## config.mk

```make
export PLATFORM = sky130hd
export DESIGN_NAME = sacpc_top
export DESIGN_NICKNAME = d
export VERILOG_FILES = /design/src/include/sacpc_pkg.sv /design/src/rtl/sacpc_sar_seq.sv /design/src/rtl/sacpc_top.sv
export SDC_FILE = /design/constraint.sdc
export NUM_CORES = 1
export LEC_CHECK = 0
export ABC_AREA = 1
export BUFFER_PORTS_ARGS = -buffer_cell sky130_fd_sc_hd__buf_2
export CAP_MARGIN = 20
export CELL_PAD_IN_SITES_DETAIL_PLACEMENT = 1
export CELL_PAD_IN_SITES_GLOBAL_PLACEMENT = 1
export CORE_UTILIZATION = 32
export DETAILED_ROUTE_END_ITERATION = 8
export MAX_ROUTING_LAYER = met4
export PLACE_DENSITY_LB_ADDON = 0.1
export SLEW_MARGIN = 10
export SYNTH_ARGS = -nofsm -noshare
export SYNTH_HDL_FRONTEND = slang
export SYNTH_SLANG_ARGS = --single-unit
```

## constraint.sdc

```tcl
create_clock -name aclk -period 1.4 [get_ports aclk]
set_input_delay 0.14 -clock aclk [delete_from_list [all_inputs] [get_ports aclk]]
set_output_delay 0.14 -clock aclk [all_outputs]
set_load 0.01 [all_outputs]
```

## src/include/sacpc_pkg.sv

```systemverilog
// Shared constants and types for the converter clock and power control block
package sacpc_pkg;
  // ==========================================================
  // Register indices (byte address is four times the index)
  localparam logic [15:0] SYS_CFG_IDX = 16'h1039;
  localparam logic [15:0] CONV_CTL_IDX = 16'h1030;
  localparam logic [15:0] RESULT_IDX = 16'h1031;
  localparam logic [15:0] SYS_CFG_ADDR = 16'h40e4;
  localparam logic [15:0] CONV_CTL_ADDR = 16'h40c0;
  localparam logic [15:0] RESULT_ADDR = 16'h40c4;
  localparam int ADDR_W = 16;
  // ==========================================================
  // Fields and reset values
  localparam int ANALOG_POWER_UP_BIT = 7;
  localparam int CONV_CLOCK_SELECT_BIT = 6;
  localparam int DONE_FLAG_BIT = 7;
  localparam logic [7:0] SYS_CFG_RESET = 8'h10;
  localparam logic [5:0] CONV_CTL_RESET = 6'h00;
  localparam logic [1:0] RESP_OKAY = 2'h0;
  localparam logic [1:0] RESP_SLVERR = 2'h2;
  // ==========================================================
  // Timing counts in conversion clock ticks and bus cycles
  localparam logic [2:0] SAMPLE_TICKS = 3'h4;
  localparam logic [2:0] SYNC_CYCLES = 3'h2;
  localparam logic [2:0] MSB_IDX = 3'h7;
  // ==========================================================
  // Types
  typedef enum logic [2:0] {
    SEQ_IDLE = 3'b000,
    SEQ_SAMPLE = 3'b001,
    SEQ_CONV = 3'b010,
    SEQ_SYNC = 3'b011,
    SEQ_WRITE = 3'b100
  } sacpc_seq_state_t;
  typedef enum logic [1:0] {
    REG_NONE = 2'b00,
    REG_SYS_CFG = 2'b01,
    REG_CONV_CTL = 2'b10,
    REG_RESULT = 2'b11
  } sacpc_reg_sel_t;
  typedef struct packed {
    logic pump_en;
    logic pump_clk_rc;
    logic nvm_pump_clk_rc;
    logic offset_cap_high;
    logic comp_short;
    logic [7:0] cap_trial;
  } sacpc_analog_ctl_t;
endpackage

```

## src/rtl/sacpc_sar_seq.sv

```systemverilog
// Successive-approximation sequencer with sample, sync and result write phases
`timescale 1ns/10ps
module sacpc_sar_seq (
  input wire logic aclk,
  input wire logic aresetn,
  input wire logic ce,
  input wire logic start,
  input wire logic rc_mode,
  input wire logic conv_tick,
  input wire logic comp_out,
  input wire logic read_busy,
  output sacpc_pkg::sacpc_seq_state_t state,
  output logic [7:0] cap_trial,
  output logic [7:0] result,
  output logic done
);
  typedef struct packed {
    sacpc_pkg::sacpc_seq_state_t st;
    logic [2:0] cnt;
    logic [2:0] bit_idx;
    logic [7:0] sar;
    logic [7:0] result;
    logic done;
  } sacpc_seq_q_t;

  sacpc_seq_q_t q;
  sacpc_seq_q_t d;
  logic [7:0] trial;

  // ==========================================================
  // Next state
  always_comb begin
    d = q;
    d.done = 1'b0;
    trial = q.sar;
    if (start) begin
      d.st = sacpc_pkg::SEQ_SAMPLE;
      d.cnt = 3'h0;
      d.sar = 8'h00;
    end else begin
      case (q.st)
        sacpc_pkg::SEQ_SAMPLE: begin
          if (conv_tick) begin
            if (q.cnt == sacpc_pkg::SAMPLE_TICKS - 3'h1) begin
              d.st = sacpc_pkg::SEQ_CONV;
              d.bit_idx = sacpc_pkg::MSB_IDX;
              d.sar = 8'h80;
            end else begin
              d.cnt = q.cnt + 3'h1;
            end
          end
        end
        sacpc_pkg::SEQ_CONV: begin
          if (conv_tick) begin
            if (!comp_out) begin
              trial[q.bit_idx] = 1'b0;
            end
            if (q.bit_idx != 3'h0) begin
              trial[q.bit_idx - 3'h1] = 1'b1;
              d.bit_idx = q.bit_idx - 3'h1;
            end else if (rc_mode) begin
              d.st = sacpc_pkg::SEQ_SYNC;
              d.cnt = 3'h0;
            end else begin
              d.st = sacpc_pkg::SEQ_WRITE;
            end
            d.sar = trial;
          end
        end
        sacpc_pkg::SEQ_SYNC: begin
          if (q.cnt == sacpc_pkg::SYNC_CYCLES - 3'h1) begin
            d.st = sacpc_pkg::SEQ_WRITE;
          end else begin
            d.cnt = q.cnt + 3'h1;
          end
        end
        sacpc_pkg::SEQ_WRITE: begin
          if (!read_busy) begin
            d.result = q.sar;
            d.done = 1'b1;
            d.st = sacpc_pkg::SEQ_IDLE;
          end
        end
        default: begin
          d.st = sacpc_pkg::SEQ_IDLE;
        end
      endcase
    end
  end

  // ==========================================================
  // State register
  always_ff @(posedge aclk) begin
    if (!aresetn) begin
      q <= '{st: sacpc_pkg::SEQ_IDLE, cnt: 3'h0, bit_idx: 3'h0, sar: 8'h00,
             result: 8'h00, done: 1'b0};
    end else if (ce) begin
      q <= d;
    end
  end

  assign state = q.st;
  assign cap_trial = (q.st == sacpc_pkg::SEQ_CONV) ? q.sar : 8'h00;
  assign result = q.result;
  assign done = q.done;

  // ==========================================================
  // Checks
  chk_msb_first_trial: assert property (@(posedge aclk) disable iff (!aresetn || !ce)
    (q.st == sacpc_pkg::SEQ_SAMPLE && d.st == sacpc_pkg::SEQ_CONV && !start)
    |=> (q.bit_idx == 3'h7 && q.sar == 8'h80))
    else $error("Conversion did not open with the top bit trial");
  chk_bit_cleared: assert property (@(posedge aclk) disable iff (!aresetn || !ce)
    (q.st == sacpc_pkg::SEQ_CONV && conv_tick && !comp_out && !start)
    |=> (q.sar[$past(q.bit_idx)] == 1'b0))
    else $error("Rejected trial bit was kept");
  chk_bit_kept: assert property (@(posedge aclk) disable iff (!aresetn || !ce)
    (q.st == sacpc_pkg::SEQ_CONV && conv_tick && comp_out && !start)
    |=> (q.sar[$past(q.bit_idx)] == 1'b1))
    else $error("Accepted trial bit was dropped");
  chk_lsb_final_step: assert property (@(posedge aclk) disable iff (!aresetn || !ce)
    (q.st == sacpc_pkg::SEQ_CONV && conv_tick && q.bit_idx == 3'h0 && !start)
    |=> (q.st != sacpc_pkg::SEQ_CONV && cap_trial == 8'h00))
    else $error("Conversion continued past the last bit");
  chk_sync_delay: assert property (@(posedge aclk) disable iff (!aresetn || !ce)
    (q.st == sacpc_pkg::SEQ_CONV && d.st == sacpc_pkg::SEQ_SYNC && !start)
    |=> (!done && q.st == sacpc_pkg::SEQ_SYNC) [*2])
    else $error("Result written without the sync delay");
  chk_no_write_on_read: assert property (@(posedge aclk) disable iff (!aresetn || !ce)
    (q.st == sacpc_pkg::SEQ_WRITE && read_busy && !start) |=> (!done && $stable(result)))
    else $error("Result updated during a read");
  chk_start_aborts: assert property (@(posedge aclk) disable iff (!aresetn || !ce)
    start |=> (q.st == sacpc_pkg::SEQ_SAMPLE && q.cnt == 3'h0 && !done))
    else $error("Start did not restart the sequence");
endmodule

```

## src/rtl/sacpc_top.sv

```systemverilog
// Converter clock and power control with an AXI4-Lite register slave
//
// Contract
// - The sequencer resolves from the top bit, trial-setting each bit and keeping it on a one.
// - On the last step the lowest bit clears on a zero and the conversion simply ends.
// - The half-unit offset capacitor sits on the high reference only while sampling.
// - Comparator inputs and output are shorted while sampling and released before trials.
// - The converter charge pump is off after reset and runs only while power-up is set.
// - Clock select one picks the RC oscillator for sequencer and pump, else the bus clock.
// - The same select switches the nonvolatile-memory charge pump clock as well.
// - On the bus clock the comparator is sampled at quiet points and results avoid reads.
// - On the RC clock a sync delay ends each conversion before the result moves over.
// - Configuration holds power-up in bit 7 and clock select in bit 6, both zero at reset.
// - Each write to the control register with strobe bit 0 set clears the done flag and restarts a conversion; a seq_done in that cycle keeps the flag set.
//
// Implementation choice: the AXI4-Lite interface to the registers.
`timescale 1ns/10ps
module sacpc_top (
  input wire logic aclk,
  input wire logic aresetn,
  input wire logic ce,
  input wire logic [15:0] s_axi_awaddr,
  input wire logic s_axi_awvalid,
  output logic s_axi_awready,
  input wire logic [31:0] s_axi_wdata,
  input wire logic [3:0] s_axi_wstrb,
  input wire logic s_axi_wvalid,
  output logic s_axi_wready,
  output logic [1:0] s_axi_bresp,
  output logic s_axi_bvalid,
  input wire logic s_axi_bready,
  input wire logic [15:0] s_axi_araddr,
  input wire logic s_axi_arvalid,
  output logic s_axi_arready,
  output logic [31:0] s_axi_rdata,
  output logic [1:0] s_axi_rresp,
  output logic s_axi_rvalid,
  input wire logic s_axi_rready,
  input wire logic rc_osc_tick,
  input wire logic comp_out,
  output sacpc_pkg::sacpc_analog_ctl_t analog_ctl,
  output logic conv_busy
);
  typedef struct packed {
    logic aw_full;
    logic [15:0] aw_addr;
    logic w_full;
    logic [31:0] wdata;
    logic [3:0] wstrb;
    logic bvalid;
    logic [1:0] bresp;
    logic rvalid;
    logic [31:0] rdata;
    logic [1:0] rresp;
    logic [7:0] sys_cfg;
    logic [5:0] conv_ctl;
    logic done_flag;
  } sacpc_top_q_t;

  sacpc_top_q_t q;
  sacpc_top_q_t d;
  sacpc_pkg::sacpc_seq_state_t seq_state;
  logic [7:0] cap_trial;
  logic [7:0] result;
  logic seq_done;
  logic start;
  logic read_fire;
  logic write_fire;
  logic rc_mode;
  logic conv_tick;
  sacpc_pkg::sacpc_reg_sel_t wr_sel;
  sacpc_pkg::sacpc_reg_sel_t rd_sel;

  // ==========================================================
  // Address decode
  function automatic sacpc_pkg::sacpc_reg_sel_t reg_decode(input logic [15:0] addr);
    case (addr)
      sacpc_pkg::SYS_CFG_ADDR: reg_decode = sacpc_pkg::REG_SYS_CFG;
      sacpc_pkg::CONV_CTL_ADDR: reg_decode = sacpc_pkg::REG_CONV_CTL;
      sacpc_pkg::RESULT_ADDR: reg_decode = sacpc_pkg::REG_RESULT;
      default: reg_decode = sacpc_pkg::REG_NONE;
    endcase
  endfunction

  assign wr_sel = reg_decode(q.aw_addr);
  assign rd_sel = reg_decode(s_axi_araddr);
  assign s_axi_awready = !q.aw_full && !q.bvalid;
  assign s_axi_wready = !q.w_full && !q.bvalid;
  assign s_axi_arready = !q.rvalid;
  assign read_fire = s_axi_arvalid && s_axi_arready;
  assign write_fire = q.aw_full && q.w_full && !q.bvalid;
  assign start = write_fire && wr_sel == sacpc_pkg::REG_CONV_CTL && q.wstrb[0];

  // ==========================================================
  // Conversion clock selection
  assign rc_mode = q.sys_cfg[sacpc_pkg::CONV_CLOCK_SELECT_BIT];
  assign conv_tick = rc_mode ? rc_osc_tick : 1'b1;

  sacpc_sar_seq u_seq (
    .aclk(aclk),
    .aresetn(aresetn),
    .ce(ce),
    .start(start),
    .rc_mode(rc_mode),
    .conv_tick(conv_tick),
    .comp_out(comp_out),
    .read_busy(read_fire),
    .state(seq_state),
    .cap_trial(cap_trial),
    .result(result),
    .done(seq_done)
  );

  // ==========================================================
  // Register bus and registers
  always_comb begin
    d = q;
    if (s_axi_awvalid && s_axi_awready) begin
      d.aw_full = 1'b1;
      d.aw_addr = s_axi_awaddr;
    end
    if (s_axi_wvalid && s_axi_wready) begin
      d.w_full = 1'b1;
      d.wdata = s_axi_wdata;
      d.wstrb = s_axi_wstrb;
    end
    if (write_fire) begin
      d.aw_full = 1'b0;
      d.w_full = 1'b0;
      d.bvalid = 1'b1;
      d.bresp = sacpc_pkg::RESP_OKAY;
      case (wr_sel)
        sacpc_pkg::REG_SYS_CFG: begin
          if (q.wstrb[0]) begin
            d.sys_cfg = q.wdata[7:0];
          end
        end
        sacpc_pkg::REG_CONV_CTL: begin
          if (q.wstrb[0]) begin
            d.conv_ctl = q.wdata[5:0];
            d.done_flag = 1'b0;
          end
        end
        sacpc_pkg::REG_RESULT: begin
          d.bresp = sacpc_pkg::RESP_OKAY;
        end
        default: begin
          d.bresp = sacpc_pkg::RESP_SLVERR;
        end
      endcase
    end
    if (seq_done) begin
      d.done_flag = 1'b1;
    end
    if (q.bvalid && s_axi_bready) begin
      d.bvalid = 1'b0;
    end
    if (q.rvalid && s_axi_rready) begin
      d.rvalid = 1'b0;
    end
    if (read_fire) begin
      d.rvalid = 1'b1;
      d.rresp = sacpc_pkg::RESP_OKAY;
      case (rd_sel)
        sacpc_pkg::REG_SYS_CFG: d.rdata = {24'h000000, q.sys_cfg};
        sacpc_pkg::REG_CONV_CTL: d.rdata = {24'h000000, q.done_flag, 1'b0, q.conv_ctl};
        sacpc_pkg::REG_RESULT: d.rdata = {24'h000000, result};
        default: begin
          d.rdata = 32'h00000000;
          d.rresp = sacpc_pkg::RESP_SLVERR;
        end
      endcase
    end
  end

  always_ff @(posedge aclk) begin
    if (!aresetn) begin
      q <= '{aw_full: 1'b0, aw_addr: 16'h0000, w_full: 1'b0, wdata: 32'h00000000,
             wstrb: 4'h0, bvalid: 1'b0, bresp: 2'h0, rvalid: 1'b0, rdata: 32'h00000000,
             rresp: 2'h0, sys_cfg: sacpc_pkg::SYS_CFG_RESET,
             conv_ctl: sacpc_pkg::CONV_CTL_RESET, done_flag: 1'b0};
    end else if (ce) begin
      q <= d;
    end
  end

  assign s_axi_bvalid = q.bvalid;
  assign s_axi_bresp = q.bresp;
  assign s_axi_rvalid = q.rvalid;
  assign s_axi_rdata = q.rdata;
  assign s_axi_rresp = q.rresp;

  // ==========================================================
  // Analog switch and pump controls
  assign analog_ctl.pump_en = q.sys_cfg[sacpc_pkg::ANALOG_POWER_UP_BIT];
  assign analog_ctl.pump_clk_rc = rc_mode;
  assign analog_ctl.nvm_pump_clk_rc = rc_mode;
  assign analog_ctl.offset_cap_high = seq_state == sacpc_pkg::SEQ_SAMPLE;
  assign analog_ctl.comp_short = seq_state == sacpc_pkg::SEQ_SAMPLE;
  assign analog_ctl.cap_trial = cap_trial;
  assign conv_busy = seq_state != sacpc_pkg::SEQ_IDLE;

  // ==========================================================
  // Checks
  chk_pump_follows_cfg: assert property (@(posedge aclk) disable iff (!aresetn || !ce)
    (write_fire && wr_sel == sacpc_pkg::REG_SYS_CFG && q.wstrb[0])
    |=> (analog_ctl.pump_en == $past(q.wdata[7])))
    else $error("Pump enable did not follow the power-up bit");
  chk_pump_off_reset: assert property (@(posedge aclk)
    !aresetn |=> (!analog_ctl.pump_en && !analog_ctl.pump_clk_rc))
    else $error("Pump or clock select not cleared by reset");
  chk_clock_sel_pair: assert property (@(posedge aclk) disable iff (!aresetn)
    analog_ctl.nvm_pump_clk_rc == analog_ctl.pump_clk_rc
    && analog_ctl.nvm_pump_clk_rc == q.sys_cfg[sacpc_pkg::CONV_CLOCK_SELECT_BIT])
    else $error("Pump clock selects disagree");
  chk_offset_cap_phase: assert property (@(posedge aclk) disable iff (!aresetn)
    (analog_ctl.offset_cap_high && analog_ctl.comp_short) || (!analog_ctl.offset_cap_high
    && !analog_ctl.comp_short) ##0 (analog_ctl.cap_trial == 8'h00 || !analog_ctl.comp_short))
    else $error("Offset capacitor or short out of the sample phase");
  chk_short_released: assert property (@(posedge aclk) disable iff (!aresetn || !ce)
    (seq_state == sacpc_pkg::SEQ_CONV) |-> (!analog_ctl.comp_short && !analog_ctl.offset_cap_high))
    else $error("Short still applied during trials");
  chk_done_flag_clear: assert property (@(posedge aclk) disable iff (!aresetn || !ce)
    (start && !seq_done) |=> (!q.done_flag && seq_state == sacpc_pkg::SEQ_SAMPLE))
    else $error("Control write did not clear the done flag");
  chk_done_flag_set: assert property (@(posedge aclk) disable iff (!aresetn || !ce)
    seq_done |=> q.done_flag)
    else $error("Done flag not set at the end of a conversion");
endmodule

```

After elaboration in Yosys (flattened, before gate mapping)
Cells that the tools add are included.
W data, S select, Z words.
Operators by class
  add/sub/neg operators: 2
  order comparisons: 4
  equality and inequality tests: 31
  mux-type cells: 48
  bitwise gates (word level): 5
  reductions and logical operators: 47
Operators with widths (number)
  $eq A16 B15 Y1 const B: 6
  $mux W8: 7
  $mux W17: 3
  $mux W37: 1
  $mux W35: 1
  $mux W3: 9
  $pmux W8 S3: 1
  $pmux W11 S2: 1
  $ne A3 B3 Y1 const B: 6
  $reduce_and A2 Y1: 8
  $reduce_and A4 Y1: 4
  $reduce_bool A2 Y1: 8
  $mux W1: 14
  $reduce_and A7 Y1: 2
  $logic_and A1 B1 Y1: 13
  $mux W6: 2
  $pmux W2 S3: 2
  $pmux W3 S4: 1
  $mux W11: 1
  $eq A3 B2 Y1 const B: 3
  $pmux W3 S3: 1
  $reduce_bool A3 Y1: 3
  $and A8 B8 Y8: 1
  $eq A2 B2 Y1 const B: 4
  other kinds (21): 35
Storage, ports and cells
  bits in registers: 133
  bits of input ports: 78
  output and inout port bits: 55
  logic and storage cells: 156

Longest topological paths before layout
  depth in word-level cells: 15
  mapped depth: 13
  mapped depth without buffers: 13

By module
Synthesis repeated with hierarchy kept, for this count alone.
Unflattened totals
  cell total of the unflattened synthesis: 669
  area, all modules: 4563.1 sq um
By module, submodules not included
  sacpc_top: instances 1, cells an instance 391, area an instance 2855.2 sq um, seq. area each 1081.0 sq um
  sacpc_sar_seq: instances 1, cells an instance 278, area an instance 1707.9 sq um, seq. area each 520.5 sq um

Worst setup path after synthesis
Ideal clock, no wire load.
  path kind: reg-to-reg
  from: reg u_seq.q[17] in the netlist's numbering
  to: reg u_seq.q[19] in the netlist's numbering
  setup time: 0.132 ns
  data arrival time: 1.370 ns
  required time: 1.268 ns
  path slack: -0.102 ns
  cell stages (with the launch flop): 11
  path buffers: 0
  period minus slack after synthesis: 1.502 ns
  cell sequence: dfxtp_1 inv_1 ha_1 nand2_1 inv_1 o21ai_1 nand2_1 nor2_1 nand2_2 nand2_1 a21oi_1
Between the ends
  cells in the longest elaborated chain, start to end: 4
  elaborated cells between the ends (all ways): 7
  those cells by class: add/sub (1); eq/ne (1); mux (3); reduce/logical (2)
Ends and longest elaborated chain
  start, declared: RTL line sacpc_sar_seq.sv:26  | sacpc_seq_q_t q;
  start signal, assigned: RTL line sacpc_sar_seq.sv:95  | q <= '{st: sacpc_pkg::SEQ_IDLE, cnt: 3'h0, bit_idx: 3'h0, sar: 8'h00,
  $sub A3 B1 Y3: RTL line sacpc_sar_seq.sv:60  | d.bit_idx = q.bit_idx - 3'h1;
  $mux W3: RTL line sacpc_sar_seq.sv:58  | if (q.bit_idx != 3'h0) begin
  $mux W17: RTL line sacpc_sar_seq.sv:54  | if (conv_tick) begin
  $pmux W11 S2: RTL line sacpc_sar_seq.sv:41  | case (q.st)
Several ways; a longest one is shown, not always the timed one. The select of a mux whose other input is x is not followed.
A chain may end at the register's enable or synchronous reset.

Final worst setup path
  from: reg q[101] in the netlist's numbering
  to: reg u_seq.q[15] in the netlist's numbering
Between the ends
  cells in the longest elaborated chain, start to end: 7
  elaborated cells between the ends (all ways): 13
  those cells by class: eq/ne (7); mux (2); reduce/logical (4)
Ends and longest elaborated chain
  start, declared: RTL line sacpc_top.sv:60  | sacpc_top_q_t q;
  start signal, assigned: RTL line sacpc_top.sv:178  | q <= '{aw_full: 1'b0, aw_addr: 16'h0000, w_full: 1'b0, wdata: 32'h00000000,
  $eq A16 B15 Y1: RTL line sacpc_top.sv:77  | case (addr)
  $pmux W2 S3 (*): RTL line sacpc_top.sv:77
  $eq A2 B2 Y1 (*): RTL line sacpc_top.sv:92  | assign start = write_fire && wr_sel == sacpc_pkg::REG_CONV_CTL && q.wstrb[0];
  $logic_and A1 B1 Y1 (*) (2 in series): RTL line sacpc_top.sv:92
  $ne A3 B3 Y1 (no source line) (tied with other cells)
  $reduce_and A5 Y1 (no source line)
Mark *: on every way between the ends. The rest lies on a longest branch, timed or not.

==> results.json <==
{
  "grt_util_met3": 0.03716,
  "tritoncts_clock_tree": "done",
  "timing.fmax_ghz": 0.5919,
  "place_congestion": 0.8100,
  "h-tree-depth": 3,
  "synthDominantAreaCellType": "dfxtp_1",
  "row_count": 42,
  "grt_pass1_vias": 4491,
  "wirelength_mm": 13.25,
  "status": "finished with violations",
  "cp-start-kind": "register",
  "final_critical_path_setup_slack_ns": -0.2893,
  "fin_worst_hold_slack_ns": 0.05089,
  "root_buffer": "clkbuf_16",
  "reg2reg_setup_slack_ns": -0.29,
  "clock-sinks": 80,
  "final_min_period_over_clock_period": 1.207,
  "clock_network_latency_to_the_later_pin_of_the_worst_skew_pair_ns": 0.34,
  "sequential_element_share_of_the_synthesized_area": 0.3679,
  "area_of_the_core_region_mm2": 0.01324,
  "setup_repair_after_global_routing_missed_its_margin": "yes",
  "track_usage": 0.1974,
  "number_of_synthesized_flops_with_an_enable_pin": 0,
  "worstReg2RegStart": "q[101]$_SDFFE_PN0P_",
  "final.min_clock_period_ns": 1.689,
  "yosysTopAreaCellShare": 0.3679,
  "via_count": 4398,
  "antenna_found_initial": 0,
  "setup-violations-final": 48,
  "grt_pass1_wl_mm": 21.45,
  "share_of_post_route_cells_with_drive_strength_above_1": 0.3912,
  "critical_path.max_fanout": 8,
  "criticalPathCategory": "reg2reg",
  "most_common_cell_in_the_netlist": "nand2_1",
  "global_routing_met1_resource_utilization": 0.2171,
  "required_ns": 1.64,
  "fp.dieArea_mm2": 0.01407,
  "hold_path_startpoint": "s_axi_wdata[3]",
  "post_synth_most_frequent_cells": "nand2_1, nor2_1, dfxtp_1",
  "timing.reg2reg.worst_path_depth": 8,
  "timing.clock.skew_ns": 0.006734,
  "synth_async_sr_flop_share": 0,
  "wire_per_inst_um": 13.98,
  "timing.max_cap.violations": 0,
  "cp-end-kind": "register",
  "synthCells": 625,
  "antenna_cells": 0,
  "drv_slew": 0,
  "gr-usage-met2": 0.3538,
  "hold_path.class": "in2reg",
  "static_power_due_to_leakage_uw": 0.002693,
  "syn-mean-instance-area_um2": 6.965,
  "average_via_count_per_standard_cell": 4.639,
  "place.port_buffers": 79,
  "cts_buffer_count": 9,
  "io_pins": 133,
  "finalHoldViolations": 0,
  "power_density_mw_per_mm2": 1091,
  "cts.path.max_buffers": 2,
  "flow.area_growth_from_synthesis_pct": 40.01,
  "drtAntennaViolNets": 0,
  "synth-warning-count": 0,
  "main_area_contributors_after_synthesis": "dfxtp_1, nand2_1, nor2_1",
  "holdPathEnd": "q[60]$_SDFFE_PN0P_",
  "cts-hold-fix-buffers": 0,
  "postSynthRegisterBits": 80,
  "initial_util": 0.3287,
  "drt_drc_violations_left": 0,
  "violated_checks": "negative setup slack",
  "grt_overflow": 0,
  "dp_worst_setup_slack_ns": -0.2528,
  "hold-path-cell-count": 3,
  "dp_hpwl_mm": 9.649,
  "vdd_ir_drop_max_mv": 0.6231,
  "die_width_um": 118.6,
  "syn-cell-area_mm2": 0.004353,
  "worst_setup_hold_path_clk_slew_ns": 0.06,
  "synth_top_flop_cell": "dfxtp_1",
  "design.final.nets": 850,
  "grt_start_max_net_pins": 38,
  "synth.distinct_cells": 36,
  "dieHeight_um": 118.6,
  "detailedRoute.firstPassIterationCount": 4,
  "grt.busiest_layer": "met2",
  "critical_path_arrival_ns": 1.93,
  "rr_endpoint": "u_seq.q[15]$_SDFFE_PN0P_",
  "drt_first_iter_violations": 173
}
where the power goes:
group / internal, uW / switching [uW] / total [uW]
registers: 2420 / 103 / 2520
logic: 672 / 909 / 1580
clock network: 1570 / 971 / 2550
total: 4670 / 1980 / 6650
layout by cell type, fill, tap and decap left out, drive strengths merged:
cell type	count
bufinv	2
a31oi	1
a21oi	65
o211ai	1
nor2	105
nand4	9
inv	64
buf	163
o21ai	45
ha	5
nand3b	3
conb	26
nor4	3
clkinvlp	3
nand2	123
clkinv	5
and2	1
nor3	3
dfxtp	80
a211oi	2
nand3	51
xor2	1
o31ai	1
clkbuf	10
kinds of logic (layout without fill, tap and decap cells):
logic type | count (synthesis) | after routing | share of synthesized area
AND/OR/NAND/NOR | 296 | 298 | 0.3245
buffers and inverters | 127 | 247 | 0.1506
AO/OA/AOI/OAI | 115 | 115 | 0.1397
flip-flops | 80 | 80 | 0.3679
other | 1 | 26 | 0.0008615
XOR/XNOR | 1 | 1 | 0.002012
adder cells (fa/ha/maj) | 5 | 5 | 0.01437
registers in the layout (all words and copies together), names as in the netlist:
register / count
analog_ctl: 2
q: 40
s_axi_bresp: 1
s_axi_bvalid: 1
s_axi_rdata: 8
s_axi_rresp: 1
s_axi_rvalid: 1
u_seq.done: 1
u_seq.q: 14
u_seq.result: 8
u_seq.state: 3
per-layer routing:
layer	up-vias	wire length [um]	part of all wire
met4	0	263	0.020
met2	85	6782	0.51
met3	22	462	0.035
li1	2234	-	-
met1	2057	5742	0.43
met5	-	0	0
worst max-delay path: stages (launching register included):
cell and delay [ns]:
dfxtp_2 0.32, nor2_2 0.11, nand2_2 0.11, nor2_4 0.18, nand4_4 0.17, nand3_1 0.28, nand3_4 0.20, o21ai_2 0.17
nor2_2 0.04
per-stage QoR:
stage               power, uW  setup TNS [ns]  std cells  instance area (um^2)    util
global placement         3823          -4.353        912                  5234  0.3952
CTS                      6567          -5.898        943                  5814  0.4391
finish                   6650          -6.938        948                  6095  0.4602
global route             6986          -12.90        948                  6095  0.4602
floorplan                3371         -0.5743        650                  4483       -
detailed placement       3857          -6.012        912                  5234  0.3952
how the worst max path moves through the flow:
stage          slack (ns)  cells past startpoint           startpoint                          end
4_1_cts             -0.20                      9  q[104]$_SDFFE_PN0P_     u_seq.q[14]$_SDFFE_PN0P_
3_5_place_dp        -0.25                     12  q[100]$_SDFFE_PN0P_  u_seq.state[1]$_SDFFE_PN0P_
5_1_grt             -0.41                     12  q[101]$_SDFFE_PN0P_  u_seq.state[1]$_SDFFE_PN0P_
3_3_place_gp        -0.19                      8  q[100]$_SDFFE_PN0P_     u_seq.q[11]$_SDFFE_PN0P_
6_report            -0.29                      8  q[101]$_SDFFE_PN0P_     u_seq.q[15]$_SDFFE_PN0P_
2_1_floorplan       -0.06                      9  q[100]$_SDFFE_PN0P_     u_seq.q[13]$_SDFFE_PN0P_
what timing repair did:
item                                    in CTS  in global routing
resized for setup                           51                 63
setup buffers                               14                  8
endpoints found under the setup margin      57                 67
gates cloned                                 1                  1
pin swaps                                   25                 31
cell type report:
type                       count  area, um^2
fill                        1704        7148
multi-input combinational    445        2481
sequential                    80        1624
timing repair buffer         163        1172
inverter                      68       275.3
clock buffer                  10       229.0
tap                          176       220.2
clock inverter                 6       92.59
(Power assumes the default switching activity.)
